<file path="config.mk">
export PLATFORM = sky130hd
export DESIGN_NAME = tma_top
export DESIGN_NICKNAME = d
export VERILOG_FILES = /design/src/tma_pkg.sv /design/src/tma_top.sv
export VERILOG_INCLUDE_DIRS = /design/src /design/src/src
export SDC_FILE = /design/constraint.sdc
export NUM_CORES = 1
export LEC_CHECK = 0
export ABC_CLOCK_PERIOD_IN_PS = 4280
export BUFFER_PORTS_ARGS = -buffer_cell sky130_fd_sc_hd__buf_2
export CORE_MARGIN = 5
export CORE_UTILIZATION = 35
export CTS_BUF_LIST = sky130_fd_sc_hd__clkbuf_16
export DETAILED_ROUTE_END_ITERATION = 8
export PLACE_DENSITY = 0.62
export REMOVE_ABC_BUFFERS = 1
export SLEW_MARGIN = 40
export SYNTH_ARGS = -nofsm -noshare
export SYNTH_HDL_FRONTEND = slang
export SYNTH_SLANG_ARGS = --single-unit
</file>
<file path="constraint.sdc">
create_clock -name ref_clk -period 4.28 [get_ports ref_clk]
set_clock_uncertainty 0.2 [all_clocks]
set_input_delay 0.856 -clock ref_clk [delete_from_list [all_inputs] [get_ports ref_clk]]
set_output_delay 0.856 -clock ref_clk [all_outputs]
set_load 0.03 [all_outputs]
</file>
<file path="src/tma_regs.svh">
`ifndef TMA_REGS_SVH
`define TMA_REGS_SVH
// ****************************************
// register map, byte addresses
// ****************************************
`define TMA_OFF_CTRL   8'h00
`define TMA_OFF_COUNT  8'h04
`define TMA_OFF_STAT   8'h08
`define TMA_OFF_MASK   8'h0C
`define TMA_SLOT_FIRST 4'h1
`define TMA_SLOT_LAST  4'h5
`define TMA_SUB_MODE   2'h0
`define TMA_SUB_LO     2'h1
`define TMA_SUB_HI     2'h2
// ****************************************
// fields, widths, reset values
// ****************************************
`define TMA_NMOD       5
`define TMA_WDT_MOD    4
`define TMA_OVF_BIT    5
`define TMA_STAT_W     6
`define TMA_MODE_W     7
`define TMA_CTRL_W     3
`define TMA_DIV6_LAST  3'h5
`define TMA_BYTE_MAX   8'hFF
`define TMA_CNT_MAX    16'hFFFF
`define TMA_RST_BYTE   8'h00
`define TMA_RST_CNT    16'h0000
`define TMA_PIN_IDLE   6'h3F
`endif

</file>
<file path="src/tma_pkg.sv">
package tma_pkg;
   // count source select, gray along div6->div2->t0->ext
   typedef enum logic [1:0]
   {
      TMA_SRC_DIV6 = 2'h0,
      TMA_SRC_DIV2 = 2'h1,
      TMA_SRC_T0   = 2'h3,
      TMA_SRC_EXT  = 2'h2
   } tma_src_t;

   // counter mode register layout
   typedef struct packed
   {
      tma_src_t src;
      logic     run;
   } tma_ctrl_t;

   // module mode register layout, pwm at bit 0
   typedef struct packed
   {
      logic wdt;
      logic ce;
      logic cap_pos;
      logic cap_neg;
      logic match;
      logic tog;
      logic pwm;
   } tma_mode_t;
endpackage : tma_pkg

</file>
<file path="src/tma_top.sv">
// The APB register port and the register offsets are this design's own decisions.
`timescale 1ns/10ps
`include "tma_regs.svh"
module tma_top
(
   input  wire logic        ref_clk,
   input  wire logic        rst_n,
   input  wire logic        psel,
   input  wire logic        penable,
   input  wire logic        pwrite,
   input  wire logic [7:0]  paddr,
   input  wire logic [31:0] pwdata,
   output logic      [31:0] prdata,
   output logic             pready,
   output logic             pslverr,
   input  wire logic        t0_ovf,
   input  wire logic        external_count_input,
   input  wire logic [4:0]  module_io_pin_i,
   output logic      [4:0]  module_io_pin_o,
   output logic      [4:0]  module_io_pin_oe_n,
   output logic             irq,
   output logic             wdt_rst
);
   // ****************************************
   // decode helpers
   // ****************************************
   function automatic logic tma_mod_hit(input logic [7:0] a, input logic [3:0] slot, input logic [1:0] sub);
      return (a[7:4] == slot) && (a[3:2] == sub) && (a[1:0] == 2'h0);
   endfunction : tma_mod_hit
   function automatic logic tma_is_top(input logic [7:0] a);
      return (a == `TMA_OFF_CTRL) || (a == `TMA_OFF_COUNT) ||
             (a == `TMA_OFF_STAT) || (a == `TMA_OFF_MASK);
   endfunction : tma_is_top
   logic wr_acc;
   logic rd_acc;
   logic setup;
   assign wr_acc = psel & penable & pwrite;
   assign rd_acc = psel & penable & ~pwrite;
   assign setup  = psel & ~penable;
   // ****************************************
   // pin synchronisers, bit 0 count pin
   // ****************************************
   logic [5:0] s1_ff;
   logic [5:0] s2_ff;
   logic [5:0] s3_ff;
   logic [5:0] lvl_ff;
   logic [5:0] nxt_lvl;
   logic [5:0] rise;
   logic [5:0] fall;
   // a level only moves once the last two stages agree
   always_comb
   begin
      nxt_lvl = (~(s2_ff ^ s3_ff) & s3_ff) | ((s2_ff ^ s3_ff) & lvl_ff);
      rise    = nxt_lvl & ~lvl_ff;
      fall    = ~nxt_lvl & lvl_ff;
   end
   always_ff @(posedge ref_clk or negedge rst_n)
   begin
      if (!rst_n)
      begin
         s1_ff  <= `TMA_PIN_IDLE; // pulled-up idle, no false edge
         s2_ff  <= `TMA_PIN_IDLE;
         s3_ff  <= `TMA_PIN_IDLE;
         lvl_ff <= `TMA_PIN_IDLE;
      end
      else
      begin
         s1_ff  <= {module_io_pin_i, external_count_input};
         s2_ff  <= s1_ff;
         s3_ff  <= s2_ff;
         lvl_ff <= nxt_lvl;
      end
   end
   // ****************************************
   // time base
   // ****************************************
   tma_pkg::tma_ctrl_t ctrl_ff;
   tma_pkg::tma_ctrl_t nxt_ctrl;
   logic [15:0]        cnt_ff;
   logic [15:0]        nxt_cnt;
   logic [2:0]         div6_ff;
   logic [2:0]         nxt_div6;
   logic               div2_ff;
   logic               nxt_div2;
   logic               tick;
   logic               ovf;
   always_comb
   begin
      nxt_ctrl = ctrl_ff;
      nxt_cnt  = cnt_ff;
      nxt_div2 = ~div2_ff;
      nxt_div6 = (div6_ff == `TMA_DIV6_LAST) ? 3'h0 : div6_ff + 3'h1;
      case (ctrl_ff.src)
         tma_pkg::TMA_SRC_DIV6: tick = div6_ff == `TMA_DIV6_LAST;
         tma_pkg::TMA_SRC_DIV2: tick = div2_ff;
         tma_pkg::TMA_SRC_T0:   tick = t0_ovf;
         tma_pkg::TMA_SRC_EXT:  tick = fall[0];
         default:               tick = 1'b0;
      endcase
      tick = tick & ctrl_ff.run;
      ovf = tick && (cnt_ff == `TMA_CNT_MAX);
      if (tick)
         nxt_cnt = cnt_ff + 16'h0001;
      // software load wins over a count edge
      if (wr_acc && paddr == `TMA_OFF_COUNT)
         nxt_cnt = pwdata[15:0];
      if (wr_acc && paddr == `TMA_OFF_CTRL)
         nxt_ctrl = tma_pkg::tma_ctrl_t'(pwdata[`TMA_CTRL_W-1:0]);
   end
   always_ff @(posedge ref_clk or negedge rst_n)
   begin
      if (!rst_n)
      begin
         ctrl_ff <= '0;
         cnt_ff  <= `TMA_RST_CNT;
         div6_ff <= 3'h0;
         div2_ff <= 1'b0;
      end
      else
      begin
         ctrl_ff <= nxt_ctrl;
         cnt_ff  <= nxt_cnt;
         div6_ff <= nxt_div6;
         div2_ff <= nxt_div2;
      end
   end
   // ****************************************
   // compare/capture modules
   // ****************************************
   logic [4:0]         evt;
   logic [4:0]         wdt_hit;
   tma_pkg::tma_mode_t mode_w [`TMA_NMOD];
   logic [7:0]         lo_w   [`TMA_NMOD];
   logic [7:0]         hi_w   [`TMA_NMOD];
   genvar gi;
   generate
      for (gi = 0; gi < `TMA_NMOD; gi++)
      begin : g_mod
         tma_pkg::tma_mode_t mode_ff;
         tma_pkg::tma_mode_t nxt_mode;
         logic [7:0]         lo_ff;
         logic [7:0]         nxt_lo;
         logic [7:0]         hi_ff;
         logic [7:0]         nxt_hi;
         logic [7:0]         duty_ff;
         logic [7:0]         nxt_duty;
         logic               out_ff;
         logic               nxt_out;
         logic               pwm_on;
         logic               cap;
         logic               match;
         logic [3:0]         slot;
         assign slot = 4'(gi + 1);
         always_comb
         begin
            nxt_mode = mode_ff;
            nxt_lo   = lo_ff;
            nxt_hi   = hi_ff;
            nxt_duty = duty_ff;
            nxt_out  = out_ff;
            pwm_on = mode_ff.pwm & mode_ff.ce;
            cap = (mode_ff.cap_pos & rise[gi+1]) | (mode_ff.cap_neg & fall[gi+1]);
            match = mode_ff.match & mode_ff.ce & tick & ~pwm_on &
                    (cnt_ff + 16'h0001 == {hi_ff, lo_ff});
            if (cap)
            begin
               nxt_lo = cnt_ff[7:0];
               nxt_hi = cnt_ff[15:8];
            end
            if (match && mode_ff.tog)
               nxt_out = ~out_ff;
            // duty reload on low byte wrap
            if (tick && cnt_ff[7:0] == `TMA_BYTE_MAX)
               nxt_duty = hi_ff;
            if (pwm_on)
               nxt_out = cnt_ff[7:0] >= duty_ff;
            if (wr_acc && tma_mod_hit(paddr, slot, `TMA_SUB_LO))
            begin
               nxt_lo      = pwdata[7:0];
               nxt_mode.ce = 1'b0;
            end
            if (wr_acc && tma_mod_hit(paddr, slot, `TMA_SUB_HI))
            begin
               nxt_hi      = pwdata[7:0];
               nxt_mode.ce = 1'b1;
            end
            if (wr_acc && tma_mod_hit(paddr, slot, `TMA_SUB_MODE))
               nxt_mode = tma_pkg::tma_mode_t'(pwdata[`TMA_MODE_W-1:0]);
            if (gi != `TMA_WDT_MOD)
               nxt_mode.wdt = 1'b0;
         end
         always_ff @(posedge ref_clk or negedge rst_n)
         begin
            if (!rst_n)
            begin
               mode_ff <= '0;
               lo_ff   <= `TMA_RST_BYTE;
               hi_ff   <= `TMA_RST_BYTE;
               duty_ff <= `TMA_RST_BYTE;
               out_ff  <= 1'b0;
            end
            else
            begin
               mode_ff <= nxt_mode;
               lo_ff   <= nxt_lo;
               hi_ff   <= nxt_hi;
               duty_ff <= nxt_duty;
               out_ff  <= nxt_out;
            end
         end
         assign evt[gi]                = cap | match;
         assign wdt_hit[gi]            = match & mode_ff.wdt;
         assign mode_w[gi]             = mode_ff;
         assign lo_w[gi]               = lo_ff;
         assign hi_w[gi]               = hi_ff;
         assign module_io_pin_o[gi]    = out_ff;
         // pin released unless module drives it
         assign module_io_pin_oe_n[gi] = ~(mode_ff.tog | pwm_on);
      end
   endgenerate
   // ****************************************
   // status, mask, interrupt, apb
   // ****************************************
   logic [5:0]  st_ff;
   logic [5:0]  nxt_st;
   logic [5:0]  mask_ff;
   logic [5:0]  nxt_mask;
   logic        irq_ff;
   logic        nxt_irq;
   logic        wdt_ff;
   logic        nxt_wdt;
   logic [31:0] prdata_ff;
   logic [31:0] nxt_prdata;
   logic        err_ff;
   logic        nxt_err;
   logic [31:0] rdata;
   logic        hit;
   always_comb
   begin
      rdata = 32'h0000_0000;
      hit   = tma_is_top(paddr);
      case (paddr)
         `TMA_OFF_CTRL:  rdata[`TMA_CTRL_W-1:0] = ctrl_ff;
         `TMA_OFF_COUNT: rdata[15:0] = cnt_ff;
         `TMA_OFF_STAT:  rdata[`TMA_STAT_W-1:0] = st_ff;
         `TMA_OFF_MASK:  rdata[`TMA_STAT_W-1:0] = mask_ff;
         default:        rdata = 32'h0000_0000;
      endcase
      for (int i = 0; i < `TMA_NMOD; i++)
      begin
         if (tma_mod_hit(paddr, 4'(i + 1), `TMA_SUB_MODE))
         begin
            rdata[`TMA_MODE_W-1:0] = mode_w[i];
            hit = 1'b1;
         end
         if (tma_mod_hit(paddr, 4'(i + 1), `TMA_SUB_LO))
         begin
            rdata[7:0] = lo_w[i];
            hit = 1'b1;
         end
         if (tma_mod_hit(paddr, 4'(i + 1), `TMA_SUB_HI))
         begin
            rdata[7:0] = hi_w[i];
            hit = 1'b1;
         end
      end
      // read data and error latched in setup: one access cycle
      nxt_prdata = (setup && !pwrite) ? rdata : prdata_ff;
      nxt_err    = setup ? ~hit : err_ff;
      nxt_mask   = mask_ff;
      if (wr_acc && paddr == `TMA_OFF_MASK)
         nxt_mask = pwdata[`TMA_STAT_W-1:0];
      // clear only the bits software saw; a new event wins
      nxt_st = st_ff;
      if (rd_acc && paddr == `TMA_OFF_STAT)
         nxt_st = st_ff & ~prdata_ff[`TMA_STAT_W-1:0];
      nxt_st = nxt_st | {ovf, evt};
      nxt_irq = |(nxt_st & nxt_mask);
      nxt_wdt = wdt_hit[`TMA_WDT_MOD];
   end
   always_ff @(posedge ref_clk or negedge rst_n)
   begin
      if (!rst_n)
      begin
         st_ff     <= 6'h00;
         mask_ff   <= 6'h00;
         irq_ff    <= 1'b0;
         wdt_ff    <= 1'b0;
         prdata_ff <= 32'h0000_0000;
         err_ff    <= 1'b0;
      end
      else
      begin
         st_ff     <= nxt_st;
         mask_ff   <= nxt_mask;
         irq_ff    <= nxt_irq;
         wdt_ff    <= nxt_wdt;
         prdata_ff <= nxt_prdata;
         err_ff    <= nxt_err;
      end
   end
   assign prdata  = prdata_ff;
   assign pready  = 1'b1;
   assign pslverr = psel & penable & err_ff;
   assign irq     = irq_ff;
   assign wdt_rst = wdt_ff;
endmodule : tma_top

</file>
==> flow_summary.json <==
{
  "path_class": "register to register",
  "status": "finished clean",
  "yosysWarnings": 0,
  "detail-route-antenna-nets": 0,
  "die_h_um": 212,
  "ff2ff_path_depth": 9,
  "place_ws_ns": 0.453,
  "vdd_drop_max_mv": 0.280,
  "final_cell_mix": "dfrtp_1 (210), nand2_1 (155), nor2_1 (143), a21oi_1 (122), o21ai_0 (115)",
  "port_buffers": 64,
  "grt_pass1_vias": 12200,
  "n_antenna_cell": 0,
  "whs_ns": 0.149,
  "vias": 12700,
  "power_frac_clock_pct": 39.4,
  "p_total_mw": 5.43,
  "rows": 73,
  "p_sw_share_pct": 29.7,
  "numCtsBuffers": 27,
  "p_sw_mw": 1.62,
  "insertion_delay_ns": 0.55,
  "fin_util_pct": 40.6,
  "fin_ws_ns": 0.223,
  "internal_power_mw": 3.82,
  "critPathLaunchType": "register",
  "hold_depth": 0,
  "ys_seq_area_share_pct": 41.4,
  "hold_viol": 0,
  "cts_buffer_depth": 3,
  "min_period_ns": 4.06,
  "place_area_um2": 15400,
  "leakage_nw": 7.24,
  "core_area_um2": 40000,
  "ys_types": 77,
  "cp.required_ns": 4.55,
  "synthArstFlopShare_pct": 100,
  "ys_ff_latch": 234,
  "antenna_found_initial": 1,
  "worst-path-max-fanout": 9,
  "cts_tree": "yes",
  "dr.pass1.iters": 6,
  "synth_flop_cell": "dfrtp_1",
  "routedWlPerCell_um": 25.2,
  "grt_first_pass_wirelength_mm": 81.1,
  "ios": 98,
  "rsz0062_at_grt": "false",
  "p_comb_share_pct": 12.2,
  "start_util_pct": 35.5,
  "path_clk_slew_ns": 0.06,
  "synth_edf_count": 0,
  "synthToLayoutAreaGrowth_pct": 14.1,
  "place_congestion": 1.01,
  "setup_viol": 0,
  "nNetsFinal": 1724,
  "syn_inst": 1562,
  "fillers": 4054,
  "netlist_area_um2": 14200,
  "die_w_um": 212,
  "post_cts_resize_count": 0,
  "overflow": 0,
  "design_area_um2": 16200,
  "drt_iter0_drc": 1566,
  "drive_above_1_share_pct": 16.8,
  "cap_violations": 0,
  "endpoint_kind": "register",
  "crit_arrival_ns": 4.33,
  "hp-class": "register to register",
  "drc": 0,
  "p_per_area_nw_per_um2": 335,
  "cts_root_buf": "clkbuf_16",
  "fmaxAchievable_ghz": 0.247,
  "ctsHtreeMaxLevel": 1,
  "grt_max_degree": 107,
  "slew_violations": 0,
  "cts_num_sinks": 234,
  "syn_area_per_cell_um2": 9.10,
  "slew_headroom_pct": 36.7,
  "drt_wl_total_mm": 54.9,
  "tightestPinTransition_ns": 0.943,
  "dp_hpwl_mm": 39.4,
  "final_common_cell": "dfrtp_1",
  "grtUsageTotal_pct": 23.8,
  "period_share_pct": 94.8,
  "pwr-share-seq_pct": 48.4,
  "die_area_um2": 44800,
  "vias_per_cell": 5.85
}
cells in the mapped netlist, types with 6 or more instances:
cell	count	area [um2]
a221oi_1	8	70.1
o21a_1	6	45.0
or3_1	11	68.8
clkbuf_1	79	297
nand2_1	155	582
nand4_1	19	119
nand3_1	39	195
a2111oi_0	10	87.6
or2_2	6	37.5
nor2_1	146	548
xnor2_1	50	438
buf_4	24	180
a22oi_1	9	67.6
mux2i_1	85	851
o22ai_1	14	87.6
nor4_1	15	93.8
dfrtp_1	210	5260
o211ai_1	6	45.0
a22o_1	8	70.1
nor3_1	23	115
mux2_2	43	484
inv_1	53	199
buf_1	7	26.3
o21ai_0	115	576
a21oi_1	122	611
a221o_1	6	60.1
ha_1	41	513
a211oi_1	9	67.6
nand2b_1	23	144
and3_1	13	81.3
buf_2	9	45.0
nand3b_1	7	52.6
nor2b_1	13	81.3
a31oi_1	21	131
xor2_1	39	342
a21o_1	9	67.6
dfstp_2	24	631
final timing paths:
| check | startpoint | end | slack [ns] |
|---|---|---|---|
| worst max-delay path | cnt_ff[5] | g_mod[0].out_ff | 0.22 |
| worst min-delay path | s1_ff[0] | s2_ff[0] | 0.15 |
| worst max register to register | cnt_ff[5] | g_mod[0].out_ff | 0.22 |
| worst min register to register | s1_ff[0] | s2_ff[0] | 0.15 |
| max in group asynchronous | rst_n | g_mod[2].duty_ff[6] | 2.24 |
| min in group asynchronous | rst_n | wdt_rst | 0.57 |
critical path: stages (launching register included):
cell and delay (ns):
dfrtp_1 0.74, and4_1 0.60, a31oi_1 0.29, or2_2 0.43, a2111oi_0 0.48, o211ai_1 0.15, nor4_1 0.58, buf_4 0.27
nand3b_1 0.09, a31oi_1 0.17
layer usage:
metal	wire, um	vias up	global-route usage, %
met4	1990	0	6.60
met2	24000	662	37.0
met1	23900	6256	34.5
li1	-	5682	-
met3	4960	126	4.12
met5	0	-	0
logic make-up (layout without fill, tap and decap cells):
| logic type | Yosys count | after routing | share of synthesized area, % |
|---|---|---|---|
| compound gates | 389 | 389 | 16.9 |
| xor+xnor | 93 | 93 | 6.12 |
| fa+ha+maj | 42 | 42 | 3.68 |
| buf+inv | 172 | 247 | 5.25 |
| flops | 234 | 234 | 41.4 |
| mux | 130 | 130 | 9.71 |
| other cells | 2 | 17 | 0.0528 |
| simple gates | 500 | 500 | 16.9 |
power by group through the flow:
| stage | Clock, mW | Combinational, mW | Sequential, mW |
|---|---|---|---|
| after floorplan | 0 | 0.349 | 2.56 |
| after global placement | 0 | 0.636 | 2.65 |
| after detailed placement | 0 | 0.649 | 2.66 |
| after CTS | 2.19 | 0.652 | 2.62 |
| after global routing | 2.27 | 0.721 | 2.64 |
| final | 2.14 | 0.662 | 2.63 |
final cells by class:
class / count / area, um2 / area share [%]
multi-input combinational: 1171 / 7690 / 47.4
clock inverter: 23 / 129 / 0.794
inverter: 53 / 199 / 1.23
tap: 525 / 657 / 4.05
sequential: 234 / 5890 / 36.3
clock buffer: 27 / 676 / 4.16
timing repair buffer: 144 / 991 / 6.11
sequential cells by signal (all words and copies together), names as in the netlist, 3 cells and up:
name,cells
g_mod.mode_ff,31
lvl_ff,6
mask_ff,6
div6_ff,3
prdata,16
g_mod.duty_ff,40
s2_ff,6
g_mod.lo_ff,40
cnt_ff,16
s1_ff,6
st_ff,6
ctrl_ff,3
g_mod.hi_ff,40
g_mod.out_ff,5
s3_ff,6
per-stage QoR:
step | std cells | TNS, ns
floorplan | 1458 | -4.74
global placement | 2125 | 0
detailed placement | 2125 | 0
CTS | 2175 | 0
global route | 2177 | 0
finish | 2177 | 0
what timing repair did:
| item | CTS | global route |
|---|---|---|
| endpoints found under the hold margin | 0 | 10 |
| buffers inserted | 0 | 0 |
| hold buffers | 0 | 1 |
Note: power is estimated with default switching activity, not from simulation.
